## config.mk

```make
export PLATFORM = sky130hd
export DESIGN_NAME = plut_core
export DESIGN_NICKNAME = d
export VERILOG_FILES = /design/src/hw/plut_div.v /design/src/hw/plut_core.v
export VERILOG_INCLUDE_DIRS = /design/src /design/src/hw
export SDC_FILE = /design/constraint.sdc
export NUM_CORES = 2
export LEC_CHECK = 0
export BUFFER_PORTS_ARGS = -buffer_cell sky130_fd_sc_hd__buf_4
export CORE_ASPECT_RATIO = 0.5
export CORE_MARGIN = 2
export CORE_UTILIZATION = 30
export DETAILED_ROUTE_END_ITERATION = 6
export GPL_TIMING_DRIVEN = 0
export PLACE_DENSITY = 0.4
export SYNTH_ARGS = -nofsm -noshare
export SYNTH_HDL_FRONTEND = slang
export SYNTH_SLANG_ARGS = --single-unit
```

## constraint.sdc

```tcl
create_clock -name core_clk -period 67.7 [get_ports core_clk]
set_input_delay 6.77 -clock core_clk [delete_from_list [all_inputs] [get_ports core_clk]]
set_output_delay 6.77 -clock core_clk [all_outputs]
set_load 0.02 [all_outputs]
```

## src/hw/plut_map.vh

```
// constants for the piecewise lookup table block
// assumes a 40 MHz core clock and word-aligned AHB-Lite register access
// Notes on behaviour
// - at most ten segments, points 0..10
// - data mode: selected input is x
// - time mode: x is milliseconds, input enables
// - time mode repeat restarts after last point
// - segment type: 0 ignore, 1 ramp, 2 step
// - ramp interpolates linearly between bounding points
// - step segment outputs the ending point's y
// - point zero is always a step
// - ignore drops that point and all above
// - x values kept non-decreasing by index
// - output range is min and max y
// - ignored points excluded from min and max
`ifndef PLUT_MAP_VH
`define PLUT_MAP_VH

`define PLUT_NPTS 4'hB
`define PLUT_LAST_PT 10
`define PLUT_XW 16
`define PLUT_YW 16

`define PLUT_CLK_HZ 40000000
`define PLUT_HZ_PER_KHZ 1000
`define PLUT_TICK_MS 1
`define PLUT_CYC_PER_MS (`PLUT_CLK_HZ / `PLUT_HZ_PER_KHZ * `PLUT_TICK_MS)

`define PLUT_SEG_IGNORE 2'h0
`define PLUT_SEG_LINEAR 2'h1
`define PLUT_SEG_STEP 2'h2

`define PLUT_AXIS_DATA 1'b0
`define PLUT_AXIS_TIME 1'b1

`define PLUT_OFF_CTRL 8'h00
`define PLUT_OFF_OUT 8'h04
`define PLUT_OFF_MIN 8'h08
`define PLUT_OFF_MAX 8'h0C
`define PLUT_OFF_TIME 8'h10
`define PLUT_REGION_CTL 2'h0
`define PLUT_REGION_X 2'h1
`define PLUT_REGION_Y 2'h2
`define PLUT_REGION_SEG 2'h3

`define PLUT_CTRL_AXIS 0
`define PLUT_CTRL_RPT 1
`define PLUT_CTRL_SEL_LO 4
`define PLUT_CTRL_SEL_HI 7

`define PLUT_RST_CTRL 8'h00
`define PLUT_RST_X 16'h0000
`define PLUT_RST_Y 16'h0000
`define PLUT_RST_SEG `PLUT_SEG_IGNORE

`endif

```

## src/hw/plut_div.v

```verilog
// unsigned restoring divider, one quotient bit per enabled clock
// assumes den is non-zero and num/den stay stable only at start
`timescale 1ns/1ps
`default_nettype none

module plut_div #(
	parameter NW = 32,
	parameter DW = 16
) (
	input wire core_clk,
	input wire rst,
	input wire ce,
	input wire start,
	input wire [NW-1:0] num,
	input wire [DW-1:0] den,
	output reg done,
	output reg [NW-1:0] quo
);

localparam CW = $clog2(NW + 1);

reg [NW-1:0] q_reg;
reg [DW:0] r_reg;
reg [DW-1:0] d_reg;
reg [CW-1:0] cnt_reg;
reg busy_reg;
wire [DW:0] trial;
wire fits;

assign trial = {r_reg[DW-1:0], q_reg[NW-1]};
assign fits = trial >= {1'b0, d_reg};

always @(posedge core_clk or posedge rst) begin
	if (rst) begin
		q_reg <= {NW{1'b0}};
		r_reg <= {(DW+1){1'b0}};
		d_reg <= {DW{1'b0}};
		cnt_reg <= {CW{1'b0}};
		busy_reg <= 1'b0;
		done <= 1'b0;
		quo <= {NW{1'b0}};
	end else if (ce) begin
		done <= 1'b0;
		if (start && !busy_reg) begin
			q_reg <= num;
			r_reg <= {(DW+1){1'b0}};
			d_reg <= den;
			cnt_reg <= NW[CW-1:0];
			busy_reg <= 1'b1;
		end else if (busy_reg) begin
			r_reg <= fits ? trial - {1'b0, d_reg} : trial;
			q_reg <= {q_reg[NW-2:0], fits};
			cnt_reg <= cnt_reg - 1'b1;
			if (cnt_reg == 1) begin
				busy_reg <= 1'b0;
				done <= 1'b1;
				quo <= {q_reg[NW-2:0], fits};
			end
		end
	end
end

endmodule
`default_nettype wire

```

## src/hw/plut_core.v

```verilog
// piecewise lookup table with AHB-Lite setup registers
// assumes in_data comes from logic on core_clk; the bus is the only master
//
// The register offsets and the AHB-Lite interface to the registers were chosen for this implementation.
`timescale 1ns/1ps
`default_nettype none
`include "plut_map.vh"

module plut_core #(
	parameter NUM_IN = 4,
	parameter CYC_PER_MS = `PLUT_CYC_PER_MS
) (
	input wire core_clk,
	input wire rst,
	input wire ce,
	input wire hsel,
	input wire [31:0] haddr,
	input wire [1:0] htrans,
	input wire hwrite,
	input wire [2:0] hsize,
	input wire [31:0] hwdata,
	input wire hready,
	output wire hreadyout,
	output wire hresp,
	output reg [31:0] hrdata,
	input wire [NUM_IN*16-1:0] in_data,
	output reg [15:0] out_value,
	output reg [15:0] out_min,
	output reg [15:0] out_max,
	output reg out_valid
);

localparam S_FIND = 3'b001;
localparam S_DIV = 3'b010;
localparam S_DONE = 3'b100;
integer i;

////////////////////////////////////////////////////////////////////////
// setup storage
reg [15:0] x_reg [0:`PLUT_LAST_PT];
reg [15:0] y_reg [0:`PLUT_LAST_PT];
reg [1:0] seg_reg [0:`PLUT_LAST_PT];
reg axis_reg;
reg rpt_reg;
reg [3:0] sel_reg;
reg [15:0] time_reg;
reg [15:0] presc_reg;
reg en_q_reg;
reg [2:0] state_reg;

////////////////////////////////////////////////////////////////////////
// AHB-Lite slave: zero wait, reads answered from a flop in the data phase
reg wr_pend_reg;
reg [7:0] wr_addr_reg;
wire take;
wire [1:0] a_region;
wire [3:0] a_idx;
wire [1:0] w_region;
wire [3:0] w_idx;
wire w_idx_ok;
// ce low stalls the bus so nothing is taken while state is frozen
assign hreadyout = ce;
assign hresp = 1'b0;
assign take = hsel && htrans[1] && hready && ce;
assign a_region = haddr[7:6];
assign a_idx = haddr[5:2];
assign w_region = wr_addr_reg[7:6];
assign w_idx = wr_addr_reg[5:2];
assign w_idx_ok = w_idx <= `PLUT_LAST_PT;

////////////////////////////////////////////////////////////////////////
// active points and output range
reg [3:0] n_act;
reg cut_found;
reg signed [15:0] ymin;
reg signed [15:0] ymax;
wire [15:0] last_x;
always @* begin
	n_act = `PLUT_NPTS;
	cut_found = 1'b0;
	for (i = 1; i <= `PLUT_LAST_PT; i = i + 1) begin
		if (!cut_found && seg_reg[i] == `PLUT_SEG_IGNORE) begin
			n_act = i[3:0];
			cut_found = 1'b1;
		end
	end
	ymin = y_reg[0];
	ymax = y_reg[0];
	for (i = 1; i <= `PLUT_LAST_PT; i = i + 1) begin
		if (i < n_act) begin
			if ($signed(y_reg[i]) < ymin)
				ymin = y_reg[i];
			if ($signed(y_reg[i]) > ymax)
				ymax = y_reg[i];
		end
	end
end
assign last_x = x_reg[n_act - 4'h1];

////////////////////////////////////////////////////////////////////////
// x write clamp keeps the axis non-decreasing
reg [15:0] w_lo;
reg [15:0] w_hi;
reg [15:0] w_x;
always @* begin
	w_lo = 16'h0000;
	w_hi = 16'hFFFF;
	if (w_idx != 4'h0 && w_idx_ok)
		w_lo = x_reg[w_idx - 4'h1];
	if (w_idx < `PLUT_LAST_PT)
		w_hi = x_reg[w_idx + 4'h1];
	// raising x is done top-down by software, else the clamp bites
	w_x = hwdata[15:0];
	if (w_x < w_lo)
		w_x = w_lo;
	if (w_x > w_hi)
		w_x = w_hi;
end

////////////////////////////////////////////////////////////////////////
// input selection and axis source
reg [15:0] sel_val;
wire en_now;
wire en_rise;
wire tick;
wire [15:0] xin;
always @* begin
	sel_val = in_data[15:0];
	for (i = 0; i < NUM_IN; i = i + 1) begin
		if (sel_reg == i[3:0])
			sel_val = in_data[i*16 +: 16];
	end
end
assign en_now = sel_val != 16'h0000;
assign en_rise = en_now && !en_q_reg;
assign tick = presc_reg == CYC_PER_MS[15:0] - 16'h0001;
assign xin = (axis_reg == `PLUT_AXIS_TIME) ? time_reg : sel_val;

////////////////////////////////////////////////////////////////////////
// segment search
reg [3:0] k;
reg hit;
reg at_start;
reg [15:0] dx;
reg [15:0] dxx;
reg signed [16:0] dy;
reg [16:0] dy_mag;
reg [15:0] direct_y;
reg need_div;
always @* begin
	k = 4'h0;
	hit = 1'b0;
	at_start = xin <= x_reg[0] || n_act == 4'h1;
	for (i = 1; i <= `PLUT_LAST_PT; i = i + 1) begin
		if (!hit && i < n_act && xin <= x_reg[i]) begin
			k = i[3:0];
			hit = 1'b1;
		end
	end
	dx = 16'h0000;
	dxx = 16'h0000;
	dy = 17'h0;
	if (hit) begin
		dx = x_reg[k] - x_reg[k - 4'h1];
		dxx = xin - x_reg[k - 4'h1];
		dy = {y_reg[k][15], y_reg[k]} - {y_reg[k-4'h1][15], y_reg[k-4'h1]};
	end
	dy_mag = dy[16] ? 17'h0 - dy : dy;
	need_div = 1'b0;
	if (at_start)
		direct_y = y_reg[0];
	else if (!hit)
		direct_y = y_reg[n_act - 4'h1];
	else if (seg_reg[k] == `PLUT_SEG_STEP)
		direct_y = y_reg[k];
	else begin
		// a zero-width ramp has nothing to divide, so it reports y[k]
		direct_y = y_reg[k];
		need_div = dx != 16'h0000;
	end
end

////////////////////////////////////////////////////////////////////////
// interpolation divide
reg [15:0] base_reg;
reg neg_reg;
wire div_done;
wire [31:0] quo;
wire [31:0] prod;
wire [16:0] q_s;
wire [16:0] ramp_y;
assign prod = dy_mag[15:0] * dxx;
assign q_s = neg_reg ? 17'h0 - quo[16:0] : quo[16:0];
assign ramp_y = {base_reg[15], base_reg} + q_s;
plut_div #(.NW(32), .DW(16)) u_div (
	.core_clk(core_clk),
	.rst(rst),
	.ce(ce),
	.start(state_reg == S_FIND && need_div),
	.num(prod),
	.den(dx),
	.done(div_done),
	.quo(quo)
);

////////////////////////////////////////////////////////////////////////
// sequential logic
always @(posedge core_clk or posedge rst) begin
	if (rst) begin
		for (i = 0; i <= `PLUT_LAST_PT; i = i + 1) begin
			x_reg[i] <= `PLUT_RST_X;
			y_reg[i] <= `PLUT_RST_Y;
			seg_reg[i] <= `PLUT_RST_SEG;
		end
		seg_reg[0] <= `PLUT_SEG_STEP;
		axis_reg <= `PLUT_AXIS_DATA;
		rpt_reg <= 1'b0;
		sel_reg <= 4'h0;
		wr_pend_reg <= 1'b0;
		wr_addr_reg <= 8'h00;
		hrdata <= 32'h00000000;
	end else if (ce) begin
		seg_reg[0] <= `PLUT_SEG_STEP;
		wr_pend_reg <= take && hwrite;
		if (take)
			wr_addr_reg <= haddr[7:0];
		if (wr_pend_reg) begin
			if (wr_addr_reg == `PLUT_OFF_CTRL) begin
				axis_reg <= hwdata[`PLUT_CTRL_AXIS];
				rpt_reg <= hwdata[`PLUT_CTRL_RPT];
				sel_reg <= hwdata[`PLUT_CTRL_SEL_HI:`PLUT_CTRL_SEL_LO];
			end
			if (w_region == `PLUT_REGION_X && w_idx_ok)
				x_reg[w_idx] <= w_x;
			if (w_region == `PLUT_REGION_Y && w_idx_ok)
				y_reg[w_idx] <= hwdata[15:0];
			if (w_region == `PLUT_REGION_SEG && w_idx_ok && w_idx != 4'h0)
				seg_reg[w_idx] <= hwdata[1:0];
		end
		if (take && !hwrite) begin
			hrdata <= 32'h00000000;
			case (a_region)
			`PLUT_REGION_CTL: begin
				if (haddr[7:0] == `PLUT_OFF_CTRL)
					hrdata <= {24'h000000, sel_reg, 2'h0, rpt_reg, axis_reg};
				if (haddr[7:0] == `PLUT_OFF_OUT)
					hrdata <= {{16{out_value[15]}}, out_value};
				if (haddr[7:0] == `PLUT_OFF_MIN)
					hrdata <= {{16{out_min[15]}}, out_min};
				if (haddr[7:0] == `PLUT_OFF_MAX)
					hrdata <= {{16{out_max[15]}}, out_max};
				if (haddr[7:0] == `PLUT_OFF_TIME)
					hrdata <= {16'h0000, time_reg};
			end
			`PLUT_REGION_X: begin
				if (a_idx <= `PLUT_LAST_PT)
					hrdata <= {16'h0000, x_reg[a_idx]};
			end
			`PLUT_REGION_Y: begin
				if (a_idx <= `PLUT_LAST_PT)
					hrdata <= {{16{y_reg[a_idx][15]}}, y_reg[a_idx]};
			end
			default: begin
				if (a_idx <= `PLUT_LAST_PT)
					hrdata <= {30'h0, seg_reg[a_idx]};
			end
			endcase
		end
	end
end

// elapsed-time axis; in data mode it parks at zero
always @(posedge core_clk or posedge rst) begin
	if (rst) begin
		time_reg <= 16'h0000;
		presc_reg <= 16'h0000;
		en_q_reg <= 1'b0;
	end else if (ce) begin
		en_q_reg <= en_now;
		if (axis_reg != `PLUT_AXIS_TIME || en_rise) begin
			time_reg <= 16'h0000;
			presc_reg <= 16'h0000;
		end else if (en_now) begin
			presc_reg <= tick ? 16'h0000 : presc_reg + 16'h0001;
			if (tick) begin
				if (time_reg < last_x)
					time_reg <= time_reg + 16'h0001;
				else if (rpt_reg)
					time_reg <= 16'h0000;
			end
		end
	end
end

// evaluation loop: one result per pass, ramps wait for the divider
always @(posedge core_clk or posedge rst) begin
	if (rst) begin
		state_reg <= S_FIND;
		base_reg <= 16'h0000;
		neg_reg <= 1'b0;
		out_value <= 16'h0000;
		out_min <= 16'h0000;
		out_max <= 16'h0000;
		out_valid <= 1'b0;
	end else if (ce) begin
		out_valid <= 1'b0;
		out_min <= ymin;
		out_max <= ymax;
		case (state_reg)
		S_FIND: begin
			if (need_div) begin
				base_reg <= y_reg[k - 4'h1];
				neg_reg <= dy[16];
				state_reg <= S_DIV;
			end else begin
				out_value <= direct_y;
				out_valid <= 1'b1;
				state_reg <= S_DONE;
			end
		end
		S_DIV: begin
			if (div_done) begin
				out_value <= ramp_y[15:0];
				out_valid <= 1'b1;
				state_reg <= S_DONE;
			end
		end
		// S_DONE and any stray code go back to the search
		default: begin
			state_reg <= S_FIND;
		end
		endcase
	end
end

endmodule
`default_nettype wire

```

Word level (Yosys, flattened, before mapping)
Cells that the tools add are included.
{"block": "word_totals", "register_bits": 611, "output_inout_bits": 83}
{"block": "classes", "addsub": 14, "n_mul": 1, "magnitude_cmp": 56, "eq_ne": 20, "muxes": 181, "n_bitwise": 9, "reduce_logical": 100}
{"op": "16-bit two-way mux", "count": 89}
{"op": "16-bit binary-select mux with 4-bit select", "count": 10}
{"op": "176-bit bitwise mux", "count": 2}
{"op": "32-bit two-way mux", "count": 7}
{"op": "16-bit < comparator", "count": 12}
{"op": "16-bit > comparator", "count": 11}
{"op": "16-bit <= comparator", "count": 11}
{"op": "32-bit case mux with 3 select lines", "count": 1}
{"op": "4-bit two-way mux", "count": 19}
{"op": "16-bit demux with 4-bit select", "count": 1}
{"op": "16-bit subtractor", "count": 3}
{"op": "22-bit two-way mux", "count": 2}
{"op": "1-bit logical AND", "count": 42}
{"op": "5-bit >= comparator (second input constant)", "count": 7}
{"op": "4-bit NOT with 5-bit output", "count": 7}
{"op": "16-bit by 1-bit adder with 16-bit output (second input constant)", "count": 2}
{"op": "16-bit by 16-bit multiplier with 32-bit output", "count": 1}
{"op": "16-bit case mux with 2 select lines", "count": 1}
{"op": "16-bit nonzero test", "count": 2}
{"op": "1-bit by 16-bit subtractor with 16-bit output (first input constant)", "count": 2}
{"op": "1-bit two-way mux", "count": 31}
{"op": "22-bit bitwise mux", "count": 1}
{"op": "2-bit logical NOT", "count": 11}
{"op": "1-bit logical NOT", "count": 21}
{"op": "other kinds (44)", "count": 85}

Depth between registers and ports, before layout
{"block": "logic_depth", "word_depth": 83, "depth_mapped": 159}

Modules after synthesis
Synthesis repeated with hierarchy kept, for this count alone.
{"block": "hier_totals", "hier_cells": 7845, "hier_area_um2": 69635.5}
{"mod": "plut_core", "instances": 1, "cells_each": 7350, "area_per_inst_um2": 64390.5, "seq_area_each_um2": 12714.7}
{"mod": "plut_div", "instances": 1, "cells_each": 495, "area_per_inst_um2": 5245.0, "seq_area_each_um2": 2602.5}

Least setup slack after synthesis
OpenSTA, ideal clock, no wires.
{"block": "synth_timing", "path_type": "register to register", "startpoint": "reg seg_reg[16] (netlist name)", "endpoint": "reg out_max[2]", "setup_time_ns": 0.130, "arrival_time_ns": 27.853, "path_slack_ns": 39.718, "path_stages_with_launch": 150, "n_path_buf": 18, "path_cell_list": "dfrtp_1 > o22ai_1 > or2_2 > clkbuf_1 > nor2_1 > a221o_1 > inv_2 > buf_1 > buf_1 > clkbuf_1 > ha_1 > o22a_1 > nor2_1 > nand2_1 > buf_1 > mux2i_1 > ha_1 > a21o_1 > (+114 left out) > ha_1 > nor2b_1 > o21ai_0 > nand2b_1 > a21oi_1 > nor2b_1 > o21ai_0 > nand2b_1 > a21oi_1 > nor2b_1 > o21ai_0 > a21boi_0 > o21ai_0 > clkbuf_1 > inv_1 > and3_1 > a21oi_1 > o21ai_1"}
{"block": "synth_between", "elab_chain_len": 56}
{"item": "from (decl)", "line": "plut_core.v:42", "text": "reg [1:0] seg_reg [0:`PLUT_LAST_PT];"}
{"item": "from (signal, indexed assignment)", "line": "plut_core.v:213", "text": "seg_reg[i] <= `PLUT_RST_SEG;"}
{"item": "from (signal, indexed assignment)", "line": "plut_core.v:238", "text": "seg_reg[w_idx] <= hwdata[1:0];"}
{"item": "2-bit logical NOT (no source line) (*)"}
{"item": "1-bit logical AND (no source line) (*)"}
{"item": "1-bit two-way mux", "line": "plut_core.v:82", "text": "if (!cut_found && seg_reg[i] == `PLUT_SEG_IGNORE) begin"}
{"item": "1-bit logical NOT", "line": "plut_core.v:82"}
{"item": "1-bit logical AND (no source line)"}
{"item": "1-bit two-way mux", "line": "plut_core.v:82"}
{"item": "1-bit logical NOT", "line": "plut_core.v:82"}
{"item": "1-bit logical AND (no source line)"}
{"item": "(+40 left out)"}
{"item": "16-bit two-way mux", "line": "plut_core.v:93", "text": "if ($signed(y_reg[i]) > ymax)"}
{"item": "16-bit two-way mux", "line": "plut_core.v:90", "text": "if (i < n_act) begin"}
{"item": "16-bit > comparator", "line": "plut_core.v:93"}
{"item": "16-bit two-way mux", "line": "plut_core.v:93"}
{"item": "16-bit two-way mux", "line": "plut_core.v:90"}
{"item": "16-bit > comparator", "line": "plut_core.v:93"}
{"item": "16-bit two-way mux", "line": "plut_core.v:93"}
{"item": "16-bit two-way mux (*)", "line": "plut_core.v:90"}
{"item": "to (signal assigned)", "line": "plut_core.v:308", "text": "out_max <= ymax;"}
{"item": "to (decl)", "line": "plut_core.v:29", "text": "output reg [15:0] out_max,"}
Mark *: on every way between the ends. The rest lies on a longest branch, timed or not.
A chain may end at the register's enable or synchronous reset.

Worst setup path after layout
{"block": "layout_timing", "startpoint": "reg seg_reg[16] (netlist name)", "endpoint": "reg out_max[9]"}
Same word-level chain as after synthesis.

==> impl_metrics.yaml <==
power_and_ir_drop:
  finalPower_mw: 1.81
  vdd_drop_max_mv: 0.0212
  powerDensity_nw_per_um2: 23.4
  leakagePower_nw: 35.3
floorplan:
  ios: 222
  die-area_um2: 233000
  die_w_um: 681
  initial_utilization_pct: 30.1
  row_count: 124
  die_y_um: 343
  coreArea_um2: 228000
logic_synthesis:
  syn_area_um2: 68800
  async_reset_ff_share_pct: 100
  synth_top_area_cell: "dfrtp_1"
  synth_warnings: 0
  synth.avg_cell_area_um2: 8.65
  synth_ff_type: "dfrtp_1"
  synth_area_leaders: "dfrtp_1 22%, ha_1 13%, mux4_2 8.7%"
  synthCells: 7955
  ys_seq_area_share_pct: 21.7
  syn-num-nets: 8990
  synth_cell_types: 112
  synth_seq_cells: 596
  synth_edf_count: 0
  synth_top_area_share_pct: 21.6
worst_setup_path:
  critPathLaunch: "seg_reg[16]"
  required_ns: 68.28
  crit_path_top_delay_cell: "clkbuf_1"
  cp_max_fo: 11
  r2r_end: "out_max[9]"
  r2r_start: "seg_reg[16]"
  criticalPathCategory: "flop to flop"
  cp_num_buf_inv: 26
  path_delay_family: "compound AO/OA/AOI/OAI gates"
  endpoint: "out_max[9]"
  cpPeakStageDelay_ns: 1.09
  setup.worst_path.end_class: "flop"
  crit_cells: 148
  worst_path_most_repeated_cell: "a21oi_1"
  ff2ff_path_depth: 148
  cp.arrival_ns: 40.11
  start_kind: "flop"
  reg2reg_slack_ns: 28.17
place:
  portBuffers: 172
  place_inst: 11200
  pre_cts_ws_ns: 29.53
  place_hpwl_um: 336000
  place.gp.congestion: 1.08
grt:
  grt-ovfl-total: 0
  grt_usage_pct: 34.5
  grt_pass1_vias: 64300
  grt_max_degree: 111
  grt_antenna_before_repair: 39
  grt_pass1_wl_um: 556000
timing:
  hold_viol_final: 0
  grt_setup_unrepaired: "false"
  post-route-period-util_pct: 58.4
  fin_ws_ns: 28.17
  clock-skew-final_ns: 0.0375
  drv_slew: 72
  fin_crit_ns: 39.53
  fmax_ghz: 0.0253
  tightest_slew_ns: 1.71
  final-setup-viol-count: 0
  fin_tns_setup_ns: 0
  relSlewSlack_pct: -14.1
final_layout:
  final-seq-area_um2: 14900
  nets: 9258
  layout.cells.non_filler: 11400
  area_growth_pct: 12.1
  fillers: 24300
  final_layout_size_suffix_gt1_share_pct: 12.4
  multiInputGateArea_um2: 49200
route:
  firstDrtPassIters: 7
  drc: 23
  drtIter0Drc: 9429
  ant_nets: 0
  avgRoutedWirePerCell_um: 36.3
  wl_um: 413000
  vias: 68200
  viasPerCell: 5.99
min_path:
  hold_path_class: "flop to flop"
  worstHoldPathCells: 2
clock_tree:
  cts_tree: "built"
  cts_buffers: 74
  cts_resized: 0
  ctsHoldBuffers: 0
  clockBufferDepth: 3
  cts_root_buf: "clkbuf_16"
  clk_latency_ns: 0.73
  cts.htree.levels: 3
  clkTransAtPathRegs_ns: 0.07
  clock_sinks: 596
  post_cts_buffers: 0
outcome:
  failed_checks: "design-rule violations, max-capacitance violations, max-slew violations"
  status: "complete, but fails checks"
job:
  maxCapViolations: 13
==> area by class of cell <==
type                       instances  area share (%)
antenna                           23          0.0746
clock inverter                    41           0.811
multi-input combinational       6128            63.9
clock buffer                      95            2.71
inverter                         735            3.59
timing repair buffer             192            2.05
buffer                           496            2.55
tap                             3087            5.01
sequential                       596            19.3
==> metal layers <==
layer / wire, µm / vias to the layer above / GRT usage [%]
met5: 580 / - / 0.734
met2: 160000 / 3683 / 46.9
met4: 14000 / 18 / 9.86
li1: - / 29100 / -
met1: 184000 / 34900 / 48.6
met3: 54700 / 509 / 15.5
==> synthesized netlist by cell type (11+ instances only) <==
cell,count
xor2_1,51
o21ai_0,730
nand4_1,98
a31oi_1,45
inv_1,729
o22ai_1,41
ha_1,697
nand2_1,920
mux4_2,266
nand2b_1,121
dfrtp_1,594
nor2_1,465
nand3_1,128
o21a_1,19
nor2b_1,132
o21ai_1,18
and3_1,26
a21boi_1,11
o22a_1,30
buf_1,57
a21oi_1,501
a221o_1,13
fa_1,199
a21o_1,114
o31ai_1,19
mux2i_1,292
a22o_1,38
nor4_1,28
or3_1,55
xnor2_1,112
clkbuf_1,415
o211ai_1,97
a22oi_1,42
and2_1,22
o21bai_1,59
a222oi_1,16
a221oi_1,87
buf_4,19
mux2_2,335
a211oi_1,39
nor3_1,93
or2_2,13
==> power by group <==
part	switching, mW	internal [mW]	leakage (nW)
combinational	0.638	0.252	26.6
sequential	0.0613	0.383	7.42
clock	0.202	0.271	1.32
==> layout by cell type (no fill, tap or decap), types with 26 or more instances in the layout <==
| cell | n |
|---|---|
| nor4_1 | 28 |
| fa_1 | 199 |
| o21ai_0 | 728 |
| a221oi_1 | 87 |
| o22ai_1 | 41 |
| nand4_1 | 98 |
| a21oi_1 | 499 |
| nor2_1 | 462 |
| clkbuf_16 | 76 |
| and3_1 | 26 |
| xor2_1 | 51 |
| o21bai_1 | 59 |
| o22a_1 | 30 |
| nand3_1 | 128 |
| a211oi_1 | 36 |
| o211ai_1 | 97 |
| nor2b_1 | 132 |
| a21o_1 | 114 |
| a22o_1 | 38 |
| mux2i_1 | 291 |
| or3_1 | 55 |
| buf_4 | 197 |
| inv_1 | 728 |
| buf_1 | 54 |
| dfrtp_1 | 594 |
| a22oi_1 | 42 |
| xnor2_1 | 111 |
| mux4_2 | 266 |
| nand2b_1 | 121 |
| nand2_1 | 920 |
| nor3_1 | 91 |
| clkbuf_1 | 415 |
| ha_1 | 697 |
| a31oi_1 | 45 |
| mux2_2 | 335 |
==> metrics by stage <==
| stage | cell area (µm²) | util [%] | hold slack, ns |
|---|---|---|---|
| CTS | 77000 | 33.7 | 0.487 |
| finish | 77100 | 33.8 | 0.482 |
| detailed placement | 74300 | 32.6 | 0.470 |
| global placement | 74000 | 32.4 | 0.465 |
| global route | 77100 | 33.8 | 0.499 |
| floorplan | 68800 | - | 0.445 |
==> tightest hold or removal path: stages (launching register included) <==
cell and delay (ns):
dfrtp_1 0.34, nand2_1 0.04, o21ai_0 0.06
==> how the worst min path moves through the flow <==
stage                     from               to  slack [ns]
6_report       u_div.q_reg[17]  u_div.q_reg[17]        0.48
5_1_grt        u_div.q_reg[18]  u_div.q_reg[18]        0.50
4_1_cts        u_div.q_reg[18]  u_div.q_reg[18]        0.49
3_5_place_dp   u_div.q_reg[18]  u_div.q_reg[18]        0.47
3_3_place_gp   u_div.q_reg[18]  u_div.q_reg[18]        0.46
2_1_floorplan  u_div.q_reg[30]  u_div.q_reg[30]        0.44
==> kinds of logic (layout without fill, tap and decap cells) <==
group,after synthesis,count (layout),share of synthesized area (%)
XOR/XNOR,163,163,2.07
other,1,24,0.00545
AND/OR/NAND/NOR,2158,2158,14.3
buffers and inverters,1231,1559,6.85
adder cells (fa/ha/maj),897,897,18.5
flip-flops,596,596,21.7
AO/OA/AOI/OAI,2014,2014,18.1
multiplexers,895,895,18.5
Note: power is estimated with default switching activity, not from simulation.
